===== src/verilog/rx_regs_consts.svh =====
/*
   Offsets, field positions, masks, reset values and timing figures of the
   receive pointer, threshold and interrupt register group.
   Assumes inclusion by bare name from the design files.
*/
`ifndef RX_REGS_CONSTS_SVH
`define RX_REGS_CONSTS_SVH

// register byte offsets (low byte of each 16-bit register)
`define OFS_RX_FRAME_DATA_POINTER 8'h86
`define OFS_RX_DURATION_THRESHOLD 8'h8c
`define OFS_RX_BYTE_COUNT_THRESHOLD 8'h8e
`define OFS_INTERRUPT_ENABLE 8'h90
`define OFS_INTERRUPT_STATUS 8'h92

// frame data pointer fields
`define POS_RX_POINTER_AUTO_INC 14
`define RX_FRAME_POINTER_RESET 11'h000

// reset values
`define RX_DURATION_THRESHOLD_RESET 16'h0000
`define RX_BYTE_COUNT_THRESHOLD_RESET 16'h0000
`define INTERRUPT_ENABLE_RESET 16'h0000
`define INTERRUPT_STATUS_RESET 16'h0300

// implemented bits of the enable register and write-one-to-clear bits of the status register
`define INTERRUPT_ENABLE_MASK 16'heb7f
`define INTERRUPT_STATUS_W1C_MASK 16'heb42

// status and enable bit positions
`define POS_LINK_CHANGE 15
`define POS_TRANSMIT_DONE 14
`define POS_FRAME_RECEIVED 13
`define POS_RECEIVE_OVERRUN 11
`define POS_TX_STOPPED 9
`define POS_RX_STOPPED 8
`define POS_TX_SPACE 6
`define POS_WAKE_FRAME 5
`define POS_WAKE_PACKET 4
`define POS_LINKUP 3
`define POS_ENERGY 2
`define POS_HOST_BUS_ERROR 1
`define POS_DELAYED_ENERGY 0

// duration threshold step and core clock period
`define DURATION_STEP_NS 1000
`define CLK_PERIOD_NS 20
`define DURATION_STEP_CYCLES (`DURATION_STEP_NS / `CLK_PERIOD_NS)

`endif


===== src/verilog/rx_regs_pkg.sv =====
/*
   Types shared by the receive register group and its duration timer.
   Assumes nothing of its surroundings.
*/
package rx_regs_pkg;

   // width of one frame data access
   typedef enum logic [1:0] {
      access_byte = 2'h0,
      access_word = 2'h1,
      access_dword = 2'h2
   } access_size_type;

   // duration timer states, gray along idle -> run -> fired
   typedef enum logic [1:0] {
      timer_idle = 2'h0,
      timer_run = 2'h1,
      timer_fired = 2'h3
   } timer_state_type;

endpackage


===== src/verilog/rx_duration_timer.sv =====
/*
   Microsecond duration timer for the receive queue: counts whole
   microseconds since the first frame entered the queue and flags once
   when the count exceeds the programmed threshold.
   Assumes a 50 MHz core clock and a queue-occupied level synchronous to it.
*/
`timescale 1ns/1ps
`default_nettype none
`include "rx_regs_consts.svh"

module rx_duration_timer #(
   parameter int STEP_CYCLES = `DURATION_STEP_CYCLES
) (
   // clock and reset
   input wire logic clk,
   input wire logic reset,
   // control
   input wire logic enable,
   input wire logic queue_occupied,
   input wire logic [15:0] threshold,
   // result
   output logic expired
);
   import rx_regs_pkg::*;

   timer_state_type state_reg;
   logic [15:0] prescale_reg;
   logic [15:0] usec_reg;

   // state: run while frames sit in the queue, fire once per occupancy
   always_ff @(posedge clk or posedge reset) begin
      if (reset) begin
         state_reg <= timer_idle;
      end else begin
         case (state_reg)
            timer_idle: begin
               if (queue_occupied)
                  state_reg <= timer_run;
            end
            timer_run: begin
               if (!queue_occupied)
                  state_reg <= timer_idle;
               else if (enable && usec_reg > threshold)
                  state_reg <= timer_fired;
            end
            timer_fired: begin
               if (!queue_occupied)
                  state_reg <= timer_idle;
            end
            default: state_reg <= timer_idle;
         endcase
      end
   end

   // microsecond prescaler and saturating count; cleared when the queue empties
   always_ff @(posedge clk or posedge reset) begin
      if (reset) begin
         prescale_reg <= 16'h0000;
         usec_reg <= 16'h0000;
      end else if (state_reg == timer_idle) begin
         prescale_reg <= 16'h0000;
         usec_reg <= 16'h0000;
      end else if (prescale_reg == 16'(STEP_CYCLES - 1)) begin
         prescale_reg <= 16'h0000;
         if (usec_reg != 16'hffff)
            usec_reg <= usec_reg + 16'h0001;
      end else begin
         prescale_reg <= prescale_reg + 16'h0001;
      end
   end

   // one-cycle pulse on entry to the fired state
   assign expired = (state_reg == timer_run) && queue_occupied && enable
      && (usec_reg > threshold);
endmodule
`default_nettype wire


===== src/verilog/rx_pointer_irq_threshold_regs.sv =====
/*
   Host-visible register group: receive frame data pointer with optional
   auto-increment, receive duration and byte-count thresholds, interrupt
   enable and the edge-captured interrupt status that the enables gate.
   Assumes the serial host port has already decoded each command into a
   one-cycle register read or write with byte enables, and each frame
   data read into a one-cycle pulse with its access width. Event inputs
   are one-cycle pulses, wake inputs are levels, all synchronous to clk.
*/
`timescale 1ns/1ps
`default_nettype none
`include "rx_regs_consts.svh"

// Overview of operation
// - with auto-increment set, each frame data read advances the pointer
// - pointer steps by one, two or four for byte, word, dword reads
// - with auto-increment clear, data reads leave the pointer alone
// - duration threshold counts one-microsecond steps, at most 0xcfff; the register stores all 16 bits unmasked
// - duration enable set: receive status rises when time exceeds threshold
// - byte-count enable set: receive status rises when bytes exceed threshold
// - link change interrupt passes only while enable bit 15 is set
// - transmit done interrupt passes only while enable bit 14 is set
// - frame received interrupt passes only while enable bit 13 is set
// - receive overrun passes with bit 11; bits 12, 10, 7 reserved
// - transmit stopped uses bit 9, receive stopped bit 8, independently
// - transmit space available interrupt passes only while bit 6 is set
// - wake frame bit 5, wake packet bit 4, linkup 3, energy 2
// - host bus error interrupt passes only while enable bit 1 is set
// - delayed energy passes with bit 0, held until host access ready
// - interrupt output active when any enabled status bit is set
// - edge status bits survive reads; writing one clears them
module rx_pointer_irq_threshold_regs #(
   parameter int POINTER_WIDTH = 11,
   parameter int STEP_CYCLES = `DURATION_STEP_CYCLES
) (
   // clock and reset
   input wire logic clk,
   input wire logic reset,
   // register access from the host port
   input wire logic [7:0] reg_addr,
   input wire logic [1:0] reg_byte_en,
   input wire logic reg_write,
   input wire logic reg_read,
   input wire logic [15:0] reg_write_data,
   output logic [15:0] reg_read_data,
   output logic reg_read_valid,
   // frame data reads from the receive queue
   input wire logic frame_data_read,
   input wire rx_regs_pkg::access_size_type frame_data_size,
   output logic [POINTER_WIDTH-1:0] rx_frame_pointer,
   // receive queue command enables and queue state
   input wire logic duration_thresh_en,
   input wire logic byte_count_thresh_en,
   input wire logic queue_occupied,
   input wire logic [15:0] queue_byte_count,
   // edge event pulses
   input wire logic link_change_event,
   input wire logic transmit_done_event,
   input wire logic frame_received_event,
   input wire logic receive_overrun_event,
   input wire logic tx_stopped_event,
   input wire logic rx_stopped_event,
   input wire logic tx_space_event,
   input wire logic host_bus_error_event,
   // wake status levels from the power event logic
   input wire logic wake_frame_status,
   input wire logic wake_packet_status,
   input wire logic linkup_status,
   input wire logic energy_status,
   input wire logic host_access_ready,
   // interrupt pin
   output logic interrupt_n
);
   import rx_regs_pkg::*;

   logic rx_pointer_auto_inc_reg;
   logic [POINTER_WIDTH-1:0] rx_frame_pointer_reg;
   logic [15:0] rx_duration_value_reg;
   logic [15:0] rx_byte_count_value_reg;
   logic [15:0] interrupt_enable_reg;
   logic [15:0] status_edge_reg;
   logic [15:0] interrupt_status;
   logic [15:0] event_set;
   logic [15:0] w1c_clear;
   logic [15:0] pending;
   logic bytes_over_reg;
   logic bytes_over;
   logic byte_count_fire;
   logic duration_fire;
   logic [15:0] read_value;
   logic interrupt_n_reg;

   // merge byte-enabled write data over an old register value
   function automatic logic [15:0] merge_bytes(input logic [15:0] old_value,
         input logic [15:0] new_value, input logic [1:0] lanes);
      merge_bytes = {lanes[1] ? new_value[15:8] : old_value[15:8],
                     lanes[0] ? new_value[7:0] : old_value[7:0]};
   endfunction

   // pointer step for one frame data access
   function automatic logic [POINTER_WIDTH-1:0] access_step(input access_size_type size);
      case (size)
         access_byte: access_step = POINTER_WIDTH'(1);
         access_word: access_step = POINTER_WIDTH'(2);
         access_dword: access_step = POINTER_WIDTH'(4);
         default: access_step = POINTER_WIDTH'(1);
      endcase
   endfunction

   // true when the address hits the given register, whether or not the cycle is a write
   function automatic logic hits(input logic [7:0] addr, input logic [7:0] offset);
      hits = (addr == offset);
   endfunction

   // auto-increment control bit lives in the high byte of the pointer register
   always_ff @(posedge clk or posedge reset) begin
      if (reset) begin
         rx_pointer_auto_inc_reg <= 1'b0;
      end else if (reg_write && reg_byte_en[1]
            && hits(reg_addr, `OFS_RX_FRAME_DATA_POINTER)) begin
         rx_pointer_auto_inc_reg <= reg_write_data[`POS_RX_POINTER_AUTO_INC];
      end
   end

   // pointer: host write wins over a data read in the same cycle, since
   // software reloading the pointer means the old position is abandoned
   always_ff @(posedge clk or posedge reset) begin
      if (reset) begin
         rx_frame_pointer_reg <= `RX_FRAME_POINTER_RESET;
      end else if (reg_write && hits(reg_addr, `OFS_RX_FRAME_DATA_POINTER)
            && reg_byte_en != 2'h0) begin
         rx_frame_pointer_reg <= POINTER_WIDTH'(merge_bytes(16'(rx_frame_pointer_reg),
            reg_write_data, reg_byte_en) & 16'h07ff);
      end else if (frame_data_read && rx_pointer_auto_inc_reg) begin
         rx_frame_pointer_reg <= rx_frame_pointer_reg + access_step(frame_data_size);
      end
   end

   assign rx_frame_pointer = rx_frame_pointer_reg;

   // duration threshold, a plain read-write register
   always_ff @(posedge clk or posedge reset) begin
      if (reset) begin
         rx_duration_value_reg <= `RX_DURATION_THRESHOLD_RESET;
      end else if (reg_write && hits(reg_addr, `OFS_RX_DURATION_THRESHOLD)) begin
         rx_duration_value_reg <= merge_bytes(rx_duration_value_reg, reg_write_data,
            reg_byte_en);
      end
   end

   // byte-count threshold, a plain read-write register
   always_ff @(posedge clk or posedge reset) begin
      if (reset) begin
         rx_byte_count_value_reg <= `RX_BYTE_COUNT_THRESHOLD_RESET;
      end else if (reg_write && hits(reg_addr, `OFS_RX_BYTE_COUNT_THRESHOLD)) begin
         rx_byte_count_value_reg <= merge_bytes(rx_byte_count_value_reg, reg_write_data,
            reg_byte_en);
      end
   end

   // enables; reserved positions are masked so they never store
   always_ff @(posedge clk or posedge reset) begin
      if (reset) begin
         interrupt_enable_reg <= `INTERRUPT_ENABLE_RESET;
      end else if (reg_write && hits(reg_addr, `OFS_INTERRUPT_ENABLE)) begin
         interrupt_enable_reg <= merge_bytes(interrupt_enable_reg, reg_write_data,
            reg_byte_en) & `INTERRUPT_ENABLE_MASK;
      end
   end

   // duration timer for the receive threshold interrupt
   rx_duration_timer #(
      .STEP_CYCLES(STEP_CYCLES)
   ) duration_timer (
      .clk(clk),
      .reset(reset),
      .enable(duration_thresh_en),
      .queue_occupied(queue_occupied),
      .threshold(rx_duration_value_reg),
      .expired(duration_fire)
   );

   // byte count crossing: only the rising edge sets status, so a queue
   // that stays above threshold does not re-raise after the host clears
   assign bytes_over = byte_count_thresh_en && (queue_byte_count > rx_byte_count_value_reg);
   always_ff @(posedge clk or posedge reset) begin
      if (reset) begin
         bytes_over_reg <= 1'b0;
      end else begin
         bytes_over_reg <= bytes_over;
      end
   end
   assign byte_count_fire = bytes_over && !bytes_over_reg;

   // event set vector for the edge-captured status bits
   always_comb begin
      event_set = 16'h0000;
      event_set[`POS_LINK_CHANGE] = link_change_event;
      event_set[`POS_TRANSMIT_DONE] = transmit_done_event;
      event_set[`POS_FRAME_RECEIVED] = frame_received_event || duration_fire
         || byte_count_fire;
      event_set[`POS_RECEIVE_OVERRUN] = receive_overrun_event;
      event_set[`POS_TX_STOPPED] = tx_stopped_event;
      event_set[`POS_RX_STOPPED] = rx_stopped_event;
      event_set[`POS_TX_SPACE] = tx_space_event;
      event_set[`POS_HOST_BUS_ERROR] = host_bus_error_event;
   end

   assign w1c_clear = (reg_write && hits(reg_addr, `OFS_INTERRUPT_STATUS))
      ? merge_bytes(16'h0000, reg_write_data, reg_byte_en) : 16'h0000;

   // edge status: a set in the clearing cycle wins, reads never clear
   always_ff @(posedge clk or posedge reset) begin
      if (reset) begin
         status_edge_reg <= `INTERRUPT_STATUS_RESET;
      end else begin
         status_edge_reg <= ((status_edge_reg & ~w1c_clear) | event_set)
            & `INTERRUPT_STATUS_W1C_MASK;
      end
   end

   // full status: edge bits plus the live wake levels
   always_comb begin
      interrupt_status = status_edge_reg;
      interrupt_status[`POS_WAKE_FRAME] = wake_frame_status;
      interrupt_status[`POS_WAKE_PACKET] = wake_packet_status;
      interrupt_status[`POS_LINKUP] = linkup_status;
      interrupt_status[`POS_ENERGY] = energy_status;
   end

   // gate each source by its own enable bit
   always_comb begin
      pending = interrupt_status & interrupt_enable_reg;
      pending[`POS_DELAYED_ENERGY] = energy_status
         && interrupt_enable_reg[`POS_DELAYED_ENERGY] && host_access_ready;
   end

   // registered, active-low interrupt pin
   always_ff @(posedge clk or posedge reset) begin
      if (reset) begin
         interrupt_n_reg <= 1'b1;
      end else begin
         interrupt_n_reg <= ~(|pending);
      end
   end
   assign interrupt_n = interrupt_n_reg;

   // read mux; the pointer field is write-only and reads as zero
   always_comb begin
      case (reg_addr)
         `OFS_RX_FRAME_DATA_POINTER:
            read_value = 16'(rx_pointer_auto_inc_reg) << `POS_RX_POINTER_AUTO_INC;
         `OFS_RX_DURATION_THRESHOLD: read_value = rx_duration_value_reg;
         `OFS_RX_BYTE_COUNT_THRESHOLD: read_value = rx_byte_count_value_reg;
         `OFS_INTERRUPT_ENABLE: read_value = interrupt_enable_reg;
         `OFS_INTERRUPT_STATUS: read_value = interrupt_status;
         default: read_value = 16'h0000;
      endcase
   end

   // read data from flops, one cycle after the read strobe
   always_ff @(posedge clk or posedge reset) begin
      if (reset) begin
         reg_read_data <= 16'h0000;
         reg_read_valid <= 1'b0;
      end else begin
         reg_read_valid <= reg_read;
         if (reg_read)
            reg_read_data <= merge_bytes(16'h0000, read_value, reg_byte_en);
      end
   end
endmodule
`default_nettype wire


===== config.mk =====
export PLATFORM = sky130hd
export DESIGN_NAME = rx_pointer_irq_threshold_regs
export DESIGN_NICKNAME = d
export VERILOG_FILES = /design/src/verilog/rx_regs_pkg.sv /design/src/verilog/rx_duration_timer.sv /design/src/verilog/rx_pointer_irq_threshold_regs.sv
export VERILOG_INCLUDE_DIRS = /design/src /design/src/verilog
export SDC_FILE = /design/constraint.sdc
export NUM_CORES = 1
export LEC_CHECK = 0
export ABC_AREA = 1
export BUFFER_PORTS_ARGS = -buffer_cell sky130_fd_sc_hd__buf_2
export CAP_MARGIN = 20
export CORE_ASPECT_RATIO = 0.75
export CORE_MARGIN = 2
export CORE_UTILIZATION = 35
export DETAILED_ROUTE_END_ITERATION = 16
export PLACE_DENSITY = 0.6
export SYNTH_ARGS = -nofsm -noshare
export SYNTH_HDL_FRONTEND = slang
export SYNTH_SLANG_ARGS = --single-unit

===== constraint.sdc =====
create_clock -name clk -period 3.6 [get_ports clk]
set_clock_uncertainty 0.15 [all_clocks]
set_input_delay 0 -clock clk [delete_from_list [all_inputs] [get_ports clk]]
set_output_delay 0 -clock clk [all_outputs]
set_load 0.02 [all_outputs]

==> flow_metrics.tcl <==
set metrics [dict create \
    drv_cap 0 \
    p_int_uw 2660 \
    drive_above_1_share 0.149 \
    antenna_found_initial 0 \
    start_util 0.357 \
    setup_tns_ns 0 \
    power_switching_share 0.252 \
    hold_path.class "in -> reg" \
    synth_edf_count 0 \
    power_switching_uw 896 \
    cts_sinks 118 \
    p_leak_uw 0.00457 \
    drt_iter0_drc 702 \
    wl_met3_um 1500 \
    cts_resized 0 \
    yosys.cell_count.top_type "nand2_1" \
    criticalPathCategory "in -> reg" \
    drt_pass1_iterations 5 \
    rows 45 \
    syn_area_per_cell_um2 7.59 \
    max_freq_mhz 364 \
    syn_inst 951 \
    cts_tree "yes" \
    synth.top_cells.by_area "dfrtp_1, nand2_1, ha_1" \
    outcome "completed" \
    slew_headroom 0.466 \
    num_vias 6825 \
    hold_viol_final 0 \
    r2r_cells 10 \
    h-tree-depth 4 \
    pre_cts_ws_ns 1.15 \
    comb_power_share 0.099 \
    cp-end-kind "register" \
    yosysUniqueCellTypes 42 \
    io_pins 94 \
    hp-start "queue_byte_count[15]" \
    async_flop_share 1.00 \
    antenna_cells 0 \
    clkTransAtPathRegs_ns 0.06 \
    floorplan.die.height_um 128 \
    hold_depth 8 \
    avgRoutedWirePerCell_um 15.3 \
    slew_viol_final 0 \
    cts_buffers 17 \
    ys_warn_count 0 \
    synth_common_cells "nand2_1, inv_1, dfrtp_1, nand3_1, o21ai_0" \
    syn_area_mm2 0.00722 \
    grt-ovfl-total 0 \
    synth_top_area_frac 0.399 \
    fin_util 0.448 \
    final_cell_area_mm2 0.00906 \
    power_density_mw_per_mm2 392 \
    r2r_start "rx_frame_pointer[0]" \
    synth-seq-cells 118 \
    worstPathArrival_ns 2.95 \
    viasPerCell 4.98 \
    worstPathRequired_ns 3.81 \
    cts_post_setup_buffers_inserted 0 \
    portBuffers 93 \
    syn2layout_area_growth_pct 25.6 \
    critical_path.startpoint "reg_addr[6]" \
    synthFlopType "dfrtp_1" \
    setup_viol 0 \
    grt_pass1_vias 6235 \
    worstPathMaxFanout 16 \
    layout.nets 1206 \
    rsz0062_at_grt "false" \
    drtAntennaViolNets 0 \
    synthesis.nets 1057 \
    yosysTopAreaCell "dfrtp_1" \
    seq_area_frac_synth 0.410 \
    gp_congestion 0.886 \
    track_usage 0.199 \
    worstMarginPinSlew_ns 0.798 \
    setup_ws_ns 0.856 \
    clock_latency_ns 0.43 \
    power_frac_seq 0.393 \
    grt_max_degree 96 \
    cts_hold_buf 54 \
    worst_setup_path_start_kind "primary input" \
    met2WireLength_um 8140 \
    period_needed_ns 2.74 \
    dieArea_mm2 0.0218 \
    vdd_drop_max_mv 0.232 \
    placed_cell_area_mm2 0.00791 \
    m1WireLength_um 11000 \
    dpl.hpwl_um 15800 \
    cts-root-buf "clkbuf_16" \
    clkPwrFrac 0.508 \
    highest_layer "met4" \
    grt_pass1_wl_um 33400 \
    drc_errors 0 \
    post-route-period-util 0.762 \
    cts.path.max_buffers 2 \
    core_mm2 0.0202 \
    wl_um 21000 \
    die_w_um 170 \
]
## path summary, 6_finish.rpt
kind                                                   to  slack [ns]
max in group asynchronous  duration_timer.prescale_reg[1]        1.95
min in group asynchronous                reg_read_data[0]        0.52
min reg2reg                             reg_read_data[10]        0.33
max reg2reg                           rx_frame_pointer[8]        1.08
max                           rx_byte_count_value_reg[12]        0.86
min                                        bytes_over_reg        0.05
## power by group through the flow
stage | Sequential, uW | Combinational (uW) | Clock (uW)
floorplan | 1420 | 179 | 0
global placement | 1420 | 312 | 0
detailed placement | 1420 | 314 | 0
CTS | 1400 | 353 | 1830
global route | 1400 | 400 | 1890
finish | 1400 | 353 | 1800
## kinds of logic after synthesis
group / share of synthesized area
adder cells (fa/ha/maj): 0.0721
buffers and inverters: 0.0874
flip-flops: 0.410
AND/OR/NAND/NOR: 0.315
XOR/XNOR: 0.0218
AO/OA/AOI/OAI: 0.0936
## per-stage QoR
step           std cells  hold WS, ns  total power, uW
2_1_floorplan        951       -0.119             1600
3_3_place_gp        1285       -0.162             1730
3_5_place_dp        1285       -0.158             1730
4_1_cts             1371       0.0200             3580
5_1_grt             1371       0.0758             3690
6_report            1371       0.0472             3550
## worst max-delay path: stages
cell,delay (ns)
buf_2,0.10
inv_1,0.04
nand2_1,0.07
nor3_4,0.62
nand2_2,0.31
nor3_4,0.52
nand2_1,0.09
dlygate4sd3_1,0.57
o21ai_0,0.06
dlygate4sd3_1,0.56
## final cells by class
class | instances | area, um2
inverters | 130 | 490
fillers | 1980 | 11200
well taps | 258 | 323
flip-flops and latches | 118 | 2960
clock inverters | 13 | 180
clock buffers | 19 | 433
multi-input cells | 682 | 3630
repair buffers | 151 | 1050
## placed cells by master, fill, tap and decap left out, types with 4 or more instances in the layout
| cell | n |
|---|---|
| nand2_1 | 272 |
| inv_1 | 125 |
| dfrtp_1 | 115 |
| nand3_1 | 95 |
| buf_2 | 93 |
| o21ai_0 | 70 |
| nor2_1 | 58 |
| dlygate4sd3_1 | 54 |
| ha_1 | 40 |
| nor3_1 | 22 |
| o21ai_1 | 18 |
| nand4_1 | 18 |
| a21oi_1 | 17 |
| clkbuf_16 | 17 |
| xor2_1 | 11 |
| xnor2_1 | 7 |
| o21ai_2 | 6 |
| nor3_4 | 5 |
| nor2_2 | 4 |
| nand2_2 | 4 |
| inv_2 | 4 |
| nand2_4 | 4 |
| bufinv_16 | 4 |
| clkinv_2 | 4 |
## metal layers
layer / GRT usage / vias to the layer above
li1: - / 3404
met1: 0.317 / 3172
met2: 0.266 / 224
met3: 0.0418 / 25
met4: 0.0568 / 0
met5: 0 / -
Power figures use the tool's default switching activity.
